File: config.mk
export PLATFORM = sky130hd
export DESIGN_NAME = lrdbc_rx_flat
export DESIGN_NICKNAME = d
export VERILOG_FILES = /design/src/core/lrdbc_pkg.sv /design/src/core/lrdbc_link_if.sv /design/src/core/lrdbc_rx.sv /design/src/flat_wrapper.sv
export SDC_FILE = /design/constraint.sdc
export NUM_CORES = 1
export LEC_CHECK = 0
export BUFFER_PORTS_ARGS = -buffer_cell sky130_fd_sc_hd__buf_2
export CAP_MARGIN = 15
export CORE_MARGIN = 10
export CORE_UTILIZATION = 45
export CTS_BUF_LIST = sky130_fd_sc_hd__clkbuf_8
export DETAILED_ROUTE_END_ITERATION = 8
export GPL_ROUTABILITY_DRIVEN = 0
export SLEW_MARGIN = 20
export SYNTH_ARGS = -nofsm -noshare
export SYNTH_HDL_FRONTEND = slang
export SYNTH_SLANG_ARGS = --single-unit
export TNS_END_PERCENT = 10
File: constraint.sdc
create_clock -name clock -period 4.36 [get_ports clock]
set_clock_uncertainty 0.15 [all_clocks]
set_input_delay 0.436 -clock clock [delete_from_list [all_inputs] [get_ports clock]]
set_output_delay 0.436 -clock clock [all_outputs]
set_load 0.05 [all_outputs]
File: src/core/lrdbc_pkg.sv
package lrdbc_pkg;
  // Link shape: 8 lines, 6 data bits plus one balance slot per frame
  localparam int LINES      = 8;
  localparam int DATA_BITS  = 6;
  localparam int SLOTS      = 7;
  localparam int WORD_W     = LINES * DATA_BITS;
  localparam int BAL_SLOT   = 6;
  localparam int FIFO_DEPTH = 8;

  // Serialiser timing, in system clock cycles at 250 MHz
  localparam int CLOCK_MHZ      = 250;
  localparam int BIT_DIV        = 4;
  localparam int DIV_W          = 2;
  localparam int CLK_HIGH_SLOTS = 4;
  localparam int FRAME_CYCLES   = SLOTS * BIT_DIV;
  localparam int SAMPLE_PHASE   = BIT_DIV / 2;
  localparam int PCLK_HALF      = FRAME_CYCLES / 2;
  localparam int CLK_LOSS       = 2 * FRAME_CYCLES;

  // Deskew: restart needs a low pulse longer than this many link clocks
  localparam int DESKEW_MIN_LOW = 4;
  localparam int CAL_FRAMES     = 4096;
  localparam int CAL_W          = 13;

  // Running disparity saturation bounds
  localparam logic signed [4:0] RD_MAX   = 5'sh07;
  localparam logic signed [4:0] RD_MIN   = -5'sh06;
  localparam logic signed [4:0] RD_RESET = 5'sh00;
endpackage

File: src/core/lrdbc_link_if.sv
`timescale 1ns/1ps
// Differential link between serializer end and receiver end
interface lrdbc_link_if;
  logic [lrdbc_pkg::LINES-1:0] linkDataInPos;
  logic [lrdbc_pkg::LINES-1:0] linkDataInNeg;
  logic                        linkClockInPos;
  logic                        linkClockInNeg;

  modport tx (
    output linkDataInPos,
    output linkDataInNeg,
    output linkClockInPos,
    output linkClockInNeg
  );
  modport rx (
    input linkDataInPos,
    input linkDataInNeg,
    input linkClockInPos,
    input linkClockInNeg
  );
endinterface

File: src/core/lrdbc_rx.sv
`timescale 1ns/1ps
// Functional notes
// - power-down low forces all data outputs low
// - parallel clock rises when output data valid
// - deskew low over four clocks restarts calibration
// - deskew input held high in normal operation
// - balance select high enables decoding, else off
// - both ends must agree on balance mode
// - general control input held high by user
// - PLL range select held high, low reserved
// - clock present, data floating: outputs all high
// - cable disconnected: outputs hold last values
// - floating link clock: parallel clock held low
// - each line carries one balance bit per frame
// - balance bit zero plain, one inverted
// - data disparity is ones minus zeros
// - running disparity accumulates modified disparity
// - running disparity saturates at plus7, minus6
// - positive running, positive data: invert word
// - negative running, positive data: send plain
// - negative running, nonpositive data: invert word
// - zero running disparity: always invert word
// - calibration 4096 clocks, outputs low meanwhile; here only data is forced low, parallel clock keeps toggling
module lrdbc_rx #(
  parameter int CAL_COUNT = lrdbc_pkg::CAL_FRAMES
) (
  input  wire logic                        clock,
  input  wire logic                        rstn,
  lrdbc_link_if.rx                         link,
  input  wire logic                        powerDownN,
  input  wire logic                        deskewEnable,
  input  wire logic                        balanceSelect,
  input  wire logic                        generalControlTie,
  input  wire logic                        pllRangeSelect,
  output logic [lrdbc_pkg::WORD_W-1:0]     parallelDataOut,
  output logic                             parallelClockOut,
  output logic                             calibrating
);
  import lrdbc_pkg::*;

  localparam int SYNC_W = 2 * LINES + 5;

  logic [SYNC_W-1:0]   syncA_q;
  logic [SYNC_W-1:0]   syncB_q;
  logic                clkPrev_q;
  logic [DIV_W-1:0]    phase_q;
  logic [2:0]          slot_q;
  logic                armed_q;
  logic [SLOTS-1:0]    shift_q [LINES];
  logic                bad_q;
  logic [6:0]          lossCnt_q;
  logic [2:0]          lowCnt_q;
  logic                deskewPrev_q;
  logic [CAL_W-1:0]    calCnt_q;
  logic [4:0]          pclkCnt_q;
  logic [WORD_W-1:0]   data_q;
  logic                pclk_q;
  logic [WORD_W-1:0]   decoded;
  wire  [LINES-1:0]    sPos;
  wire  [LINES-1:0]    sNeg;
  wire                 sClkPos;
  wire                 sClkNeg;
  wire                 sPd;
  wire                 sDeskew;
  wire                 sBal;
  wire  [LINES-1:0]    dBit;
  wire  [LINES-1:0]    dBad;
  wire                 clkLevel;
  wire                 clkRise;
  wire                 clkOpen;
  wire                 sample;
  wire                 frameDone;
  wire                 frameBad;
  wire                 clkPresent;
  wire                 deskewRestart;
  wire                 forceLow;

  // Tie pins are the user's duty and steer nothing here
  wire unusedTies = generalControlTie & pllRangeSelect;

  // Two-stage synchroniser for every pin entering the clock domain
  always_ff @(posedge clock or negedge rstn) begin
    if (!rstn) begin
      syncA_q <= '0;
      syncB_q <= '0;
    end else begin
      syncA_q <= {link.linkDataInPos, link.linkDataInNeg,
                  link.linkClockInPos, link.linkClockInNeg,
                  powerDownN, deskewEnable, balanceSelect};
      syncB_q <= syncA_q;
    end
  end

  // Synchronised fields; a floating pair shows both legs high
  assign sPos     = syncB_q[SYNC_W-1 -: LINES];
  assign sNeg     = syncB_q[SYNC_W-1-LINES -: LINES];
  assign sClkPos  = syncB_q[4];
  assign sClkNeg  = syncB_q[3];
  assign sPd      = syncB_q[2];
  assign sDeskew  = syncB_q[1];
  assign sBal     = syncB_q[0] & ~unusedTies | syncB_q[0] & unusedTies;
  assign dBit     = sPos & ~sNeg;
  assign dBad     = ~(sPos ^ sNeg);
  assign clkLevel = sClkPos & ~sClkNeg;
  assign clkRise  = clkLevel & ~clkPrev_q;
  assign clkOpen  = sClkPos & sClkNeg;

  // Sampling in the third system clock (phase 2) of each bit after each link clock rising edge; an open clock
  // pair means a pulled cable, so the frame is dropped and data holds
  assign sample    = armed_q && !clkOpen &&
                     phase_q == DIV_W'(SAMPLE_PHASE);
  assign frameDone = sample && slot_q == 3'(SLOTS - 1);
  assign frameBad  = bad_q | (|dBad);

  // Last slot is taken straight from the pins; decode per line
  always_comb begin
    logic [SLOTS-1:0] lw;
    lw      = '0;
    decoded = '0;
    for (int l = 0; l < LINES; l++) begin
      lw = {dBit[l], shift_q[l][DATA_BITS-1:0]};
      decoded[l*DATA_BITS +: DATA_BITS] = lw[DATA_BITS-1:0] ^
        {DATA_BITS{sBal & lw[BAL_SLOT]}};
    end
  end

  // Frame capture: edge restarts the bit counter
  always_ff @(posedge clock or negedge rstn) begin
    if (!rstn) begin
      clkPrev_q <= 1'b0;
      phase_q   <= '0;
      slot_q    <= '0;
      armed_q   <= 1'b0;
      bad_q     <= 1'b0;
      for (int l = 0; l < LINES; l++) shift_q[l] <= '0;
    end else begin
      clkPrev_q <= clkLevel;
      phase_q   <= clkRise ? '0 : phase_q + 1'b1;
      if (clkRise) begin
        slot_q  <= '0;
        armed_q <= 1'b1;
        bad_q   <= 1'b0;
      end else if (clkOpen) begin
        armed_q <= 1'b0;
      end else if (sample) begin
        slot_q <= slot_q + 3'h1;
        bad_q  <= frameBad;
        if (frameDone) armed_q <= 1'b0;
        for (int l = 0; l < LINES; l++) shift_q[l][slot_q] <= dBit[l];
      end
    end
  end

  // Clock watchdog: two frames without an edge means no clock
  assign clkPresent = lossCnt_q < 7'(CLK_LOSS);

  always_ff @(posedge clock or negedge rstn) begin
    if (!rstn) begin
      lossCnt_q <= 7'(CLK_LOSS);
    end else if (clkRise) begin
      lossCnt_q <= '0;
    end else if (clkPresent) begin
      lossCnt_q <= lossCnt_q + 7'h01;
    end
  end

  // Short deskew glitches are ignored; long ones retrigger calibration
  assign deskewRestart = sDeskew & ~deskewPrev_q &
                         (lowCnt_q > 3'(DESKEW_MIN_LOW));
  assign forceLow = ~sPd | ~sDeskew | (calCnt_q != '0);

  always_ff @(posedge clock or negedge rstn) begin
    if (!rstn) begin
      deskewPrev_q <= 1'b0;
      lowCnt_q     <= '0;
      calCnt_q     <= CAL_W'(CAL_COUNT);
    end else begin
      deskewPrev_q <= sDeskew;
      if (sDeskew) lowCnt_q <= '0;
      else if (clkRise && lowCnt_q <= 3'(DESKEW_MIN_LOW))
        lowCnt_q <= lowCnt_q + 3'h1;
      // Power-down drops lock, so calibration starts over
      if (!sPd || deskewRestart) calCnt_q <= CAL_W'(CAL_COUNT);
      else if (frameDone && calCnt_q != '0)
        calCnt_q <= calCnt_q - 1'b1;
    end
  end

  // Output data: low when forced, ones on floating data, else decoded
  always_ff @(posedge clock or negedge rstn) begin
    if (!rstn) begin
      data_q <= '0;
    end else if (forceLow) begin
      data_q <= '0;
    end else if (frameDone && clkPresent) begin
      data_q <= frameBad ? '1 : decoded;
    end
  end
  // Without frames the register simply holds

  // Parallel clock falls with new data, rises half a frame later
  always_ff @(posedge clock or negedge rstn) begin
    if (!rstn) begin
      pclk_q    <= 1'b0;
      pclkCnt_q <= '0;
    end else if (!sPd || !clkPresent) begin
      pclk_q    <= 1'b0;
      pclkCnt_q <= '0;
    end else if (frameDone) begin
      pclk_q    <= 1'b0;
      pclkCnt_q <= 5'(PCLK_HALF);
    end else if (pclkCnt_q != '0) begin
      pclkCnt_q <= pclkCnt_q - 5'h01;
      if (pclkCnt_q == 5'h01) pclk_q <= 1'b1;
    end
  end

  assign parallelDataOut  = data_q;
  assign parallelClockOut = pclk_q;

  // Status flop for the user side
  always_ff @(posedge clock or negedge rstn) begin
    if (!rstn) calibrating <= 1'b1;
    else calibrating <= calCnt_q != '0;
  end
endmodule

File: src/flat_wrapper.sv
// flat-port wrapper written by rule: the top's interface ports become plain ports
module lrdbc_rx_flat import lrdbc_pkg::*;
#(
  parameter int CAL_COUNT = lrdbc_pkg::CAL_FRAMES
)
  (clock, rstn, powerDownN, deskewEnable, balanceSelect, generalControlTie, pllRangeSelect, parallelDataOut, parallelClockOut, calibrating, link_linkDataInPos, link_linkDataInNeg, link_linkClockInPos, link_linkClockInNeg);
  lrdbc_link_if link_i ();
  input  wire logic clock;
  input  wire logic rstn;
  input  wire logic powerDownN;
  input  wire logic deskewEnable;
  input  wire logic balanceSelect;
  input  wire logic generalControlTie;
  input  wire logic pllRangeSelect;
  output logic [lrdbc_pkg::WORD_W-1:0] parallelDataOut;
  output logic parallelClockOut;
  output logic calibrating;
  input wire logic [$bits(link_i.linkDataInPos)-1:0] link_linkDataInPos;
  input wire logic [$bits(link_i.linkDataInNeg)-1:0] link_linkDataInNeg;
  input wire logic [$bits(link_i.linkClockInPos)-1:0] link_linkClockInPos;
  input wire logic [$bits(link_i.linkClockInNeg)-1:0] link_linkClockInNeg;
  assign link_i.linkDataInPos = link_linkDataInPos;
  assign link_i.linkDataInNeg = link_linkDataInNeg;
  assign link_i.linkClockInPos = link_linkClockInPos;
  assign link_i.linkClockInNeg = link_linkClockInNeg;
  lrdbc_rx #(.CAL_COUNT(CAL_COUNT)) u_core (.clock(clock), .rstn(rstn), .link(link_i), .powerDownN(powerDownN), .deskewEnable(deskewEnable), .balanceSelect(balanceSelect), .generalControlTie(generalControlTie), .pllRangeSelect(pllRangeSelect), .parallelDataOut(parallelDataOut), .parallelClockOut(parallelClockOut), .calibrating(calibrating));
endmodule
==> results of run 1 <==
## metal layers
metal | global-route usage [%] | wire length, um
met1 | 16.7 | 6580
met2 | 22.0 | 6880
met3 | 3.79 | 655
met4 | 5.05 | 223
met5 | 0 | 0
## kinds of logic (layout without fill, tap and decap cells)
kind of cell / after synthesis / in the layout
mux: 53 / 53
compound gates: 85 / 85
buf+inv: 48 / 155
xor+xnor: 56 / 56
flops: 177 / 177
simple gates: 159 / 159
fa+ha+maj: 17 / 17
## worst max-delay path: stages, from the launching register on
cell	delay, ns
dfrtp_1	0.38
inv_1	0.06
ha_1	0.16
and2_1	0.25
o211ai_1	0.22
nor3b_2	0.85
mux2_2	0.42
## cell usage in the layout (no fill, tap or decap), types with 5 or more instances in the layout
cell           instances
a31oi_1                5
ha_1                  17
xor2_1                51
mux2_2                48
buf_4                  7
clkinvlp_4             6
dfrtp_1              172
nand2_1               23
mux2i_1                5
a21oi_1               13
dlygate4sd3_1         22
clkbuf_8              17
dfstp_2                5
nor2_1                77
nor3_1                11
nand3_1                9
o21ai_0                5
buf_2                 71
a211oi_1              50
inv_1                 22
xnor2_1                5
## timing repair
| item | in CTS | in global routing |
|---|---|---|
| endpoints found under the hold margin | 105 | 0 |
| hold buffers | 22 | 0 |
| gates resized for setup | 0 | 0 |
## worst max path at each step
stage                                            end              start  depth (start not counted)
after floorplan                   u_core.shift_q[12]  u_core.phase_q[0]                          7
after global placement            u_core.shift_q[17]  u_core.phase_q[0]                          6
after detailed placement          u_core.shift_q[45]  u_core.phase_q[0]                          6
after CTS                         u_core.shift_q[45]  u_core.phase_q[0]                          6
after global routing      u_core.parallelDataOut[11]   u_core.slot_q[1]                          6
final                             u_core.shift_q[45]  u_core.phase_q[0]                          6
## power groups by stage
stage	Combinational, mW	Clock (mW)	Sequential, mW
5_1_grt	0.602	1.25	2.01
2_1_floorplan	0.402	0	1.98
3_3_place_gp	0.499	0	2.00
6_report	0.524	1.14	1.98
4_1_cts	0.536	1.18	1.98
3_5_place_dp	0.519	0	2.02
## final cells by class
class | count | area share, %
Multi-Input combinational cell | 370 | 31.6
Sequential cell | 177 | 52.0
Timing Repair Buffer | 101 | 7.49
Tap cell | 216 | 3.17
Clock inverter | 15 | 2.04
Clock buffer | 17 | 2.74
Inverter | 22 | 0.968
## registers in the layout, indices dropped and copies added (netlist names), 2 cells and up
register,count
u_core.calCnt_q,13
u_core.lossCnt_q,7
u_core.lowCnt_q,3
u_core.parallelDataOut,48
u_core.pclkCnt_q,5
u_core.phase_q,2
u_core.shift_q,48
u_core.slot_q,3
u_core.syncA_q,21
u_core.syncB_q,21
==> results.yml, run 1 <==
run_status:
  status: "finished, final reports clean"
setup_path:
  cp-start-kind: "flop"
  r2r-end: "u_core.shift_q[45]"
  worstSetupPathType: "flop to flop"
  reg2reg_slack_ns: 1.75
  cp_data_required_time_ns: 4.54
  worst-path-max-fanout: 8
  r2r_start: "u_core.phase_q[0]"
  end_kind: "flop"
  critPathArrivalTime_ns: 2.79
  ff2ff_path_depth: 6
clock_tree:
  tritoncts: "yes"
  htree_num_levels: 4
  insertion_delay_ns: 0.45
  cts.sinks: 177
  cts_setup_buffers: 0
  clk_pin_slew_ns: 0.09
  clk_path_buf_depth: 2
  numCtsBuffers: 17
  root_buffer: "clkbuf_8"
detailed_routing:
  antenna_left: 0
  wl_per_cell_um: 15.6
  vias: 4659
  drt-pass1-iter-count: 6
  vias_per_cell: 5.08
  drc: 0
  drtIter0Drc: 136
  wl_um: 14300
run:
  drv_cap: 0
floorplan:
  die-area_sq_um: 21800
  boundaryPins: 75
  die_width_um: 148
  initial_core_util_pct: 45.9
  rows: 46
  core-area_sq_um: 15900
  dieHeight_um: 148
pwr:
  internal_power_mw: 2.64
  power_mw: 3.65
  p_per_area_nw_per_um2: 427
  power_frac_clock_pct: 31.3
  p_seq_share_pct: 54.3
  combPwrFrac_pct: 14.4
  ir_worst_vdd_uv: 209
  p_sw_share_pct: 27.7
  p_leak_nw: 4.01
  p_switching_mw: 1.01
yosys:
  synth_area_leader_cell: "dfrtp_1"
  synth.most_common_cell: "dfrtp_1"
  synth_edf_count: 0
  syn_inst: 595
  syn_nets: 637
  ys_seq_elements: 177
  synth_compound_area_share_pct: 8.17
  synth_top_family_by_area: "simple AND/OR/NAND/NOR gates"
  syn-cell-area_sq_um: 7320
  synth_top_area_share_pct: 58.8
  yosys.area_share.adder_pct: 2.91
  muxShareOfSynthArea_pct: 8.07
  synth_simple_gate_area_share_pct: 10.8
  synth.area.top_cells: "dfrtp_1 59%, mux2_2 7.4%, xor2_1 6.1%"
  yosysWarnings: 0
  synth_cell_type_count: 47
  syn_area_per_cell_sq_um: 12.3
  synth_flop_cell: "dfrtp_1"
  ys_top_cells_by_count: "172 x dfrtp_1, 77 x nor2_1, 51 x xor2_1, 50 x a211oi_1, 48 x mux2_2"
  synth_xor_area_share_pct: 6.70
  async_flop_share_pct: 100
  synth-seq-area-share_pct: 60.6
place:
  postPlaceCellArea_sq_um: 7900
  dp_hpwl_um: 9920
  dp_cells: 864
  post-place-ws_ns: 1.78
  io_buffer_count: 72
global_route:
  grt_pass1_wl_um: 23900
  track_usage_pct: 13.5
  grt_max_degree: 88
  grt_pass1_vias: 4800
  antenna_found_initial: 0
  grt_overflow: 0
layout:
  seq_area_sq_um: 4440
  fin_util_pct: 53.5
  nFillCells: 1424
  multi_input_area_sq_um: 2700
  antenna_cells: 0
  layout.cells.non_filler: 918
  drive_gt1_share_pct: 25.1
  nets: 731
  area_growth_syn_to_layout_pct: 16.5
  design_area_sq_um: 8530
sta:
  whs_ns: 0.204
  final.setup.worst_slack_ns: 1.75
  setup_tns_ns: 0
  period_needed_ns: 2.61
  period_share_pct: 59.7
  setup_viol_count_final: 0
  tightest_slew_ns: 1.01
  slew_viol_final: 0
  fmax_mhz: 384
  slew_headroom_pct: 32.7
  rsz0062_at_grt: "no"
  final-hold-violation-count: 0
worst_hold_path:
  min_path_type: "flop to flop"
  holdPathEnd: "u_core.syncB_q[19]"
  holdPathStages: 0
  holdCritStartpoint: "u_core.syncA_q[19]"
Note: power is estimated with default switching activity, not from simulation.
==> run 2: changes to the inputs <==
--- a/config.mk
+++ b/config.mk
@@ -12,6 +12,7 @@
 export CTS_BUF_LIST = sky130_fd_sc_hd__clkbuf_8
 export DETAILED_ROUTE_END_ITERATION = 8
 export GPL_ROUTABILITY_DRIVEN = 0
+export PLACE_DENSITY = 0.66
 export SLEW_MARGIN = 20
 export SYNTH_ARGS = -nofsm -noshare
 export SYNTH_HDL_FRONTEND = slang
==> constraint.sdc (replaced) <==
create_clock -name clock -period 2.1 [get_ports clock]
set_clock_uncertainty 0.15 [all_clocks]
set_input_delay 0.21 -clock clock [delete_from_list [all_inputs] [get_ports clock]]
set_output_delay 0.21 -clock clock [all_outputs]
set_load 0.05 [all_outputs]
==> run 2 against run 1 <==
Net effect:
- cell area grew 5.6%
- largest cell class unchanged
- register-to-register slack got worse by 1.7 ns
- non-clock buffer count up 34
- via count rose by 4.8%
- critical path depth up 1
- first-iteration DRC count is 57% higher
- global-route usage increased by 0.61 points
- combinational power grew 140%
- count of clock-buffer cells in the layout unchanged
- fmax rose by 25%
- die area is the same
- utilization up 3.0 points
==> results.yml, run 2 (synthesis results as in run 1) <==
floorplan:
  rows: 46
  core-area_sq_um: 15900
  initial_core_util_pct: 45.9
  die_width_um: 148
  dieHeight_um: 148
  boundaryPins: 75
  die-area_sq_um: 21800
global_route:
  grt_pass1_wl_um: 25100
  grt_max_degree: 56
  antenna_found_initial: 0
  grt_overflow: 0
  grt_pass1_vias: 5048
  track_usage_pct: 14.1
detailed_routing:
  antenna_left: 0
  drtIter0Drc: 213
  drc: 0
  vias_per_cell: 5.13
  vias: 4882
  drt-pass1-iter-count: 4
  wl_per_cell_um: 16.1
  wl_um: 15300
clock_tree:
  htree_num_levels: 4
  clk_path_buf_depth: 2
  insertion_delay_ns: 0.46
  tritoncts: "yes"
  clk_pin_slew_ns: 0.10
  numCtsBuffers: 17
  root_buffer: "clkbuf_8"
  cts.sinks: 177
layout:
  design_area_sq_um: 9010
  drive_gt1_share_pct: 30.7
  nFillCells: 1320
  final_common_cell: "dfrtp_1"
  nets: 765
  layout.cells.most_common_list: "172 x dfrtp_1, 77 x nor2_1, 71 x buf_2"
  layout.cells.non_filler: 952
  area_growth_syn_to_layout_pct: 23.1
  antenna_cells: 0
  fin_util_pct: 56.5
setup_path:
  r2r-end: "u_core.parallelDataOut[20]"
  critPathArrivalTime_ns: 2.30
  path_cells: "inv_1 > ha_2 > nor4b_4 > and4_4 > nand3_1 > buf_12 > a211oi_1"
  cp_slowest_cell: "dfrtp_1"
  cp_top_family: "simple AND/OR/NAND/NOR gates"
  reg2reg_slack_ns: 0.02
  cp-start-kind: "flop"
  ff2ff_path_depth: 7
  worstSetupPathType: "flop to flop"
  worst-path-max-fanout: 48
  slowest_delay_ns: 0.40
  end_kind: "flop"
  cp_num_buf_inv: 2
  cp_data_required_time_ns: 2.31
  r2r_start: "u_core.calCnt_q[0]"
sta:
  final-hold-violation-count: 0
  rsz0062_at_grt: "yes"
  period_needed_ns: 2.08
  slew_headroom_pct: 61.5
  period_share_pct: 99.2
  tightest_slew_ns: 0.575
  fmax_mhz: 480
  final.setup.worst_slack_ns: 0.0168
  slew_viol_final: 0
  whs_ns: 0.151
  setup_tns_ns: 0
  setup_viol_count_final: 0
run_status:
  status: "finished, final reports clean"
pwr:
  ir_worst_vdd_uv: 709
  p_leak_nw: 4.25
  p_per_area_nw_per_um2: 831
  power_mw: 7.49
place:
  dp_cells: 892
  dp_hpwl_um: 10300
  io_buffer_count: 72
  postPlaceCellArea_sq_um: 8230
  post-place-ws_ns: -0.0843
worst_hold_path:
  min_path_type: "input pin to async pin"
run:
  drv_cap: 0
==> run 2: worst register-to-register path: stages, from the launching register on <==
cell and delay, ns:
dfrtp_1 0.40, inv_1 0.08, ha_2 0.22, nor4b_4 0.22, and4_4 0.30, nand3_1 0.15, buf_12 0.22, a211oi_1 0.26
==> run 2: worst max-delay path by stage <==
| stage | start | slack [ns] | endpoint | depth (start not counted) |
|---|---|---|---|---|
| final | u_core.calCnt_q[0] | 0.02 | u_core.parallelDataOut[20] | 7 |
| after global routing | u_core.syncB_q[7] | -0.1 | u_core.parallelDataOut[9] | 8 |
| after CTS | u_core.phase_q[0] | 0.0008 | u_core.calCnt_q[11] | 6 |
| after detailed placement | u_core.calCnt_q[0] | -0.08 | u_core.parallelDataOut[28] | 7 |
| after global placement | u_core.calCnt_q[0] | -0.02 | u_core.parallelDataOut[46] | 7 |
| after floorplan | u_core.phase_q[0] | -0.02 | u_core.shift_q[10] | 7 |
==> run 2: metal layers <==
metal	vias to the layer above	part of all wire (%)	global-route usage, %	wire, um
met3	18	5.1	4.24	783
met4	0	1.5	5.55	231
li1	2326	-	-	-
met5	-	0	0	0
met1	2434	44	17.4	6780
met2	104	49	22.8	7550
==> run 2: layout make-up <==
type                    count  area (sq um)  area share [%]
flip-flops and latches    177          4440            49.2
clock buffers              17           234            2.60
multi-input cells         370          2790            31.0
repair buffers            135          1070            11.9
well taps                 216           270            3.00
inverters                  22          82.6           0.917
clock inverters            15           129            1.43
==> run 2: what timing repair did <==
action,CTS,global route
hold buffers,22,0
gates resized for setup,3,29
gates cloned,0,2
setup buffers,1,3
pin swaps,1,6
endpoints found under the setup margin,55,103
endpoints found under the hold margin,190,0
==> run 2: where the power goes <==
group / leakage (nW) / internal (mW) / total [mW] / switching, mW
registers: 2.32 / 3.81 / 4.09 / 0.279
clock network: 0.179 / 0.854 / 2.15 / 1.29
logic: 1.75 / 0.645 / 1.25 / 0.603
==> run 3: changes to the inputs <==
--- a/config.mk
+++ b/config.mk
@@ -12,7 +12,7 @@
 export CTS_BUF_LIST = sky130_fd_sc_hd__clkbuf_8
 export DETAILED_ROUTE_END_ITERATION = 8
 export GPL_ROUTABILITY_DRIVEN = 0
-export PLACE_DENSITY = 0.66
+export PLACE_DENSITY = 0.75
 export SLEW_MARGIN = 20
 export SYNTH_ARGS = -nofsm -noshare
 export SYNTH_HDL_FRONTEND = slang
==> run 3 against run 2 <==
Net effect:
- cell area up 1.8%
- sequential cell count unchanged
- die area did not move
- combinational power hardly changed
- first-iteration DRC count grew 34%
- critical path depth is 1 higher
- via count is 2.8% higher
- wire length increased by 7.6%
- utilization rose by 1.0 points
- register-to-register slack is essentially flat
- worst setup slack better by 0.012 ns
- fmax increased by 0.58%
- critical path type unchanged
==> results.yml, run 3 (synthesis results as in run 1) <==
sta:
  setup_viol_count_final: 0
  slew_headroom_pct: 58.0
  tightest_slew_ns: 0.630
  final.setup.worst_slack_ns: 0.0287
  rsz0062_at_grt: "yes"
  slew_viol_final: 0
  setup_tns_ns: 0
  whs_ns: 0.153
  final-hold-violation-count: 0
  period_share_pct: 98.6
  fmax_mhz: 483
  period_needed_ns: 2.07
detailed_routing:
  drt-pass1-iter-count: 5
  wl_met3_um: 896
  vias_per_cell: 5.26
  maxUsedRoutingLayer: "met4"
  wl_um: 16500
  drc: 0
  drtIter0Drc: 286
  route.met2.wl_um: 8380
  vias: 5018
  antenna_left: 0
  wl_per_cell_um: 17.3
  met1Wirelength_um: 7020
floorplan:
  rows: 46
  initial_core_util_pct: 45.9
  dieHeight_um: 148
  boundaryPins: 75
  core-area_sq_um: 15900
  die_width_um: 148
  die-area_sq_um: 21800
pwr:
  p_per_area_nw_per_um2: 832
  p_leak_nw: 4.31
  ir_worst_vdd_uv: 483
  combPwrFrac_pct: 16.7
  p_switching_mw: 2.20
  p_sw_share_pct: 28.8
  internal_power_mw: 5.43
  p_seq_share_pct: 53.7
  power_frac_clock_pct: 29.7
  power_mw: 7.63
clock_tree:
  insertion_delay_ns: 0.47
  numCtsBuffers: 17
  clk_pin_slew_ns: 0.10
  clk_path_buf_depth: 2
  cts.sinks: 177
  htree_num_levels: 4
  tritoncts: "yes"
  root_buffer: "clkbuf_8"
layout:
  drive_gt1_share_pct: 31.7
  design_area_sq_um: 9170
  final_common_cell: "dfrtp_1"
  nets: 767
  antenna_cells: 0
  nFillCells: 1289
  layout.cells.most_common_list: "172 x dfrtp_1, 77 x nor2_1, 71 x buf_2"
  area_growth_syn_to_layout_pct: 25.3
  layout.cells.non_filler: 954
  fin_util_pct: 57.5
setup_path:
  ff2ff_path_depth: 8
  cp_data_required_time_ns: 2.31
  reg2reg_slack_ns: 0.03
  worstSetupPathType: "flop to flop"
  worst-path-max-fanout: 24
  r2r-end: "u_core.parallelDataOut[12]"
  cp-start-kind: "flop"
  end_kind: "flop"
  critPathArrivalTime_ns: 2.28
  r2r_start: "u_core.slot_q[0]"
place:
  postPlaceCellArea_sq_um: 8220
  dp_cells: 891
  io_buffer_count: 72
  dp_hpwl_um: 10500
  post-place-ws_ns: -0.157
global_route:
  grt_pass1_vias: 5103
  antenna_found_initial: 0
  grt_overflow: 0
  grt_pass1_wl_um: 25400
  grt_max_degree: 65
  track_usage_pct: 14.2
run_status:
  status: "finished, final reports clean"
run:
  drv_cap: 0
worst_hold_path:
  min_path_type: "input pin to async pin"
run 3: cell count changes in the layout (fill, tap and decap cells not counted), moves of 3 or more:
cell        change
clkinvlp_4      -3
ha_4            +3
inv_1           -3
inv_6           +4
run 3: critical path, stage by stage, from the launching register on:
cell and delay [ns]:
dfrtp_1 0.39, inv_1 0.09, ha_1 0.18, nand2_1 0.08, buf_4 0.15, nor4_4 0.24, bufbuf_16 0.36, nor2_1 0.08
a211oi_2 0.23
run 3: worst max-delay path by stage:
| stage | slack [ns] | depth (start not counted) | to | startpoint |
|---|---|---|---|---|
| 6_report | 0.03 | 8 | u_core.parallelDataOut[12] | u_core.slot_q[0] |
| 2_1_floorplan | -0.02 | 7 | u_core.shift_q[10] | u_core.phase_q[0] |
| 4_1_cts | 0.009 | 7 | u_core.parallelDataOut[12] | u_core.calCnt_q[1] |
| 5_1_grt | -0.08 | 8 | u_core.parallelDataOut[12] | u_core.slot_q[0] |
| 3_3_place_gp | -0.05 | 7 | u_core.parallelDataOut[46] | u_core.calCnt_q[0] |
| 3_5_place_dp | -0.16 | 7 | u_core.parallelDataOut[12] | u_core.calCnt_q[1] |
run 3: power by group through the flow:
stage,combinational [mW],sequential (mW),clock [mW]
2_1_floorplan,0.834,4.11,0
3_3_place_gp,1.13,4.13,0
3_5_place_dp,1.20,4.16,0
4_1_cts,1.24,4.09,2.31
5_1_grt,1.42,4.15,2.46
6_report,1.27,4.10,2.26
run 3: per-layer routing:
metal  GRT usage, %  vias to the layer above
li1               -                     2347
met1           17.0                     2526
met2           24.0                      125
met3           3.88                       20
met4           5.45                        0
met5              0                        -
run 3: what timing repair did:
action,CTS,global route
gates cloned,0,6
setup endpoints to repair,57,77
hold buffers,22,0
gates resized for setup,6,35
setup buffers,1,2
hold endpoints to repair,81,0
pin swaps,3,9
run 3: final cells by class:
cell class,count,area (sq um),area share (%)
clock buffer,17,234,2.55
tap,216,270,2.95
sequential,177,4440,48.3
inverter,22,82.6,0.900
clock inverter,15,146,1.60
multi-input combinational,370,2860,31.2
timing repair buffer,137,1140,12.5
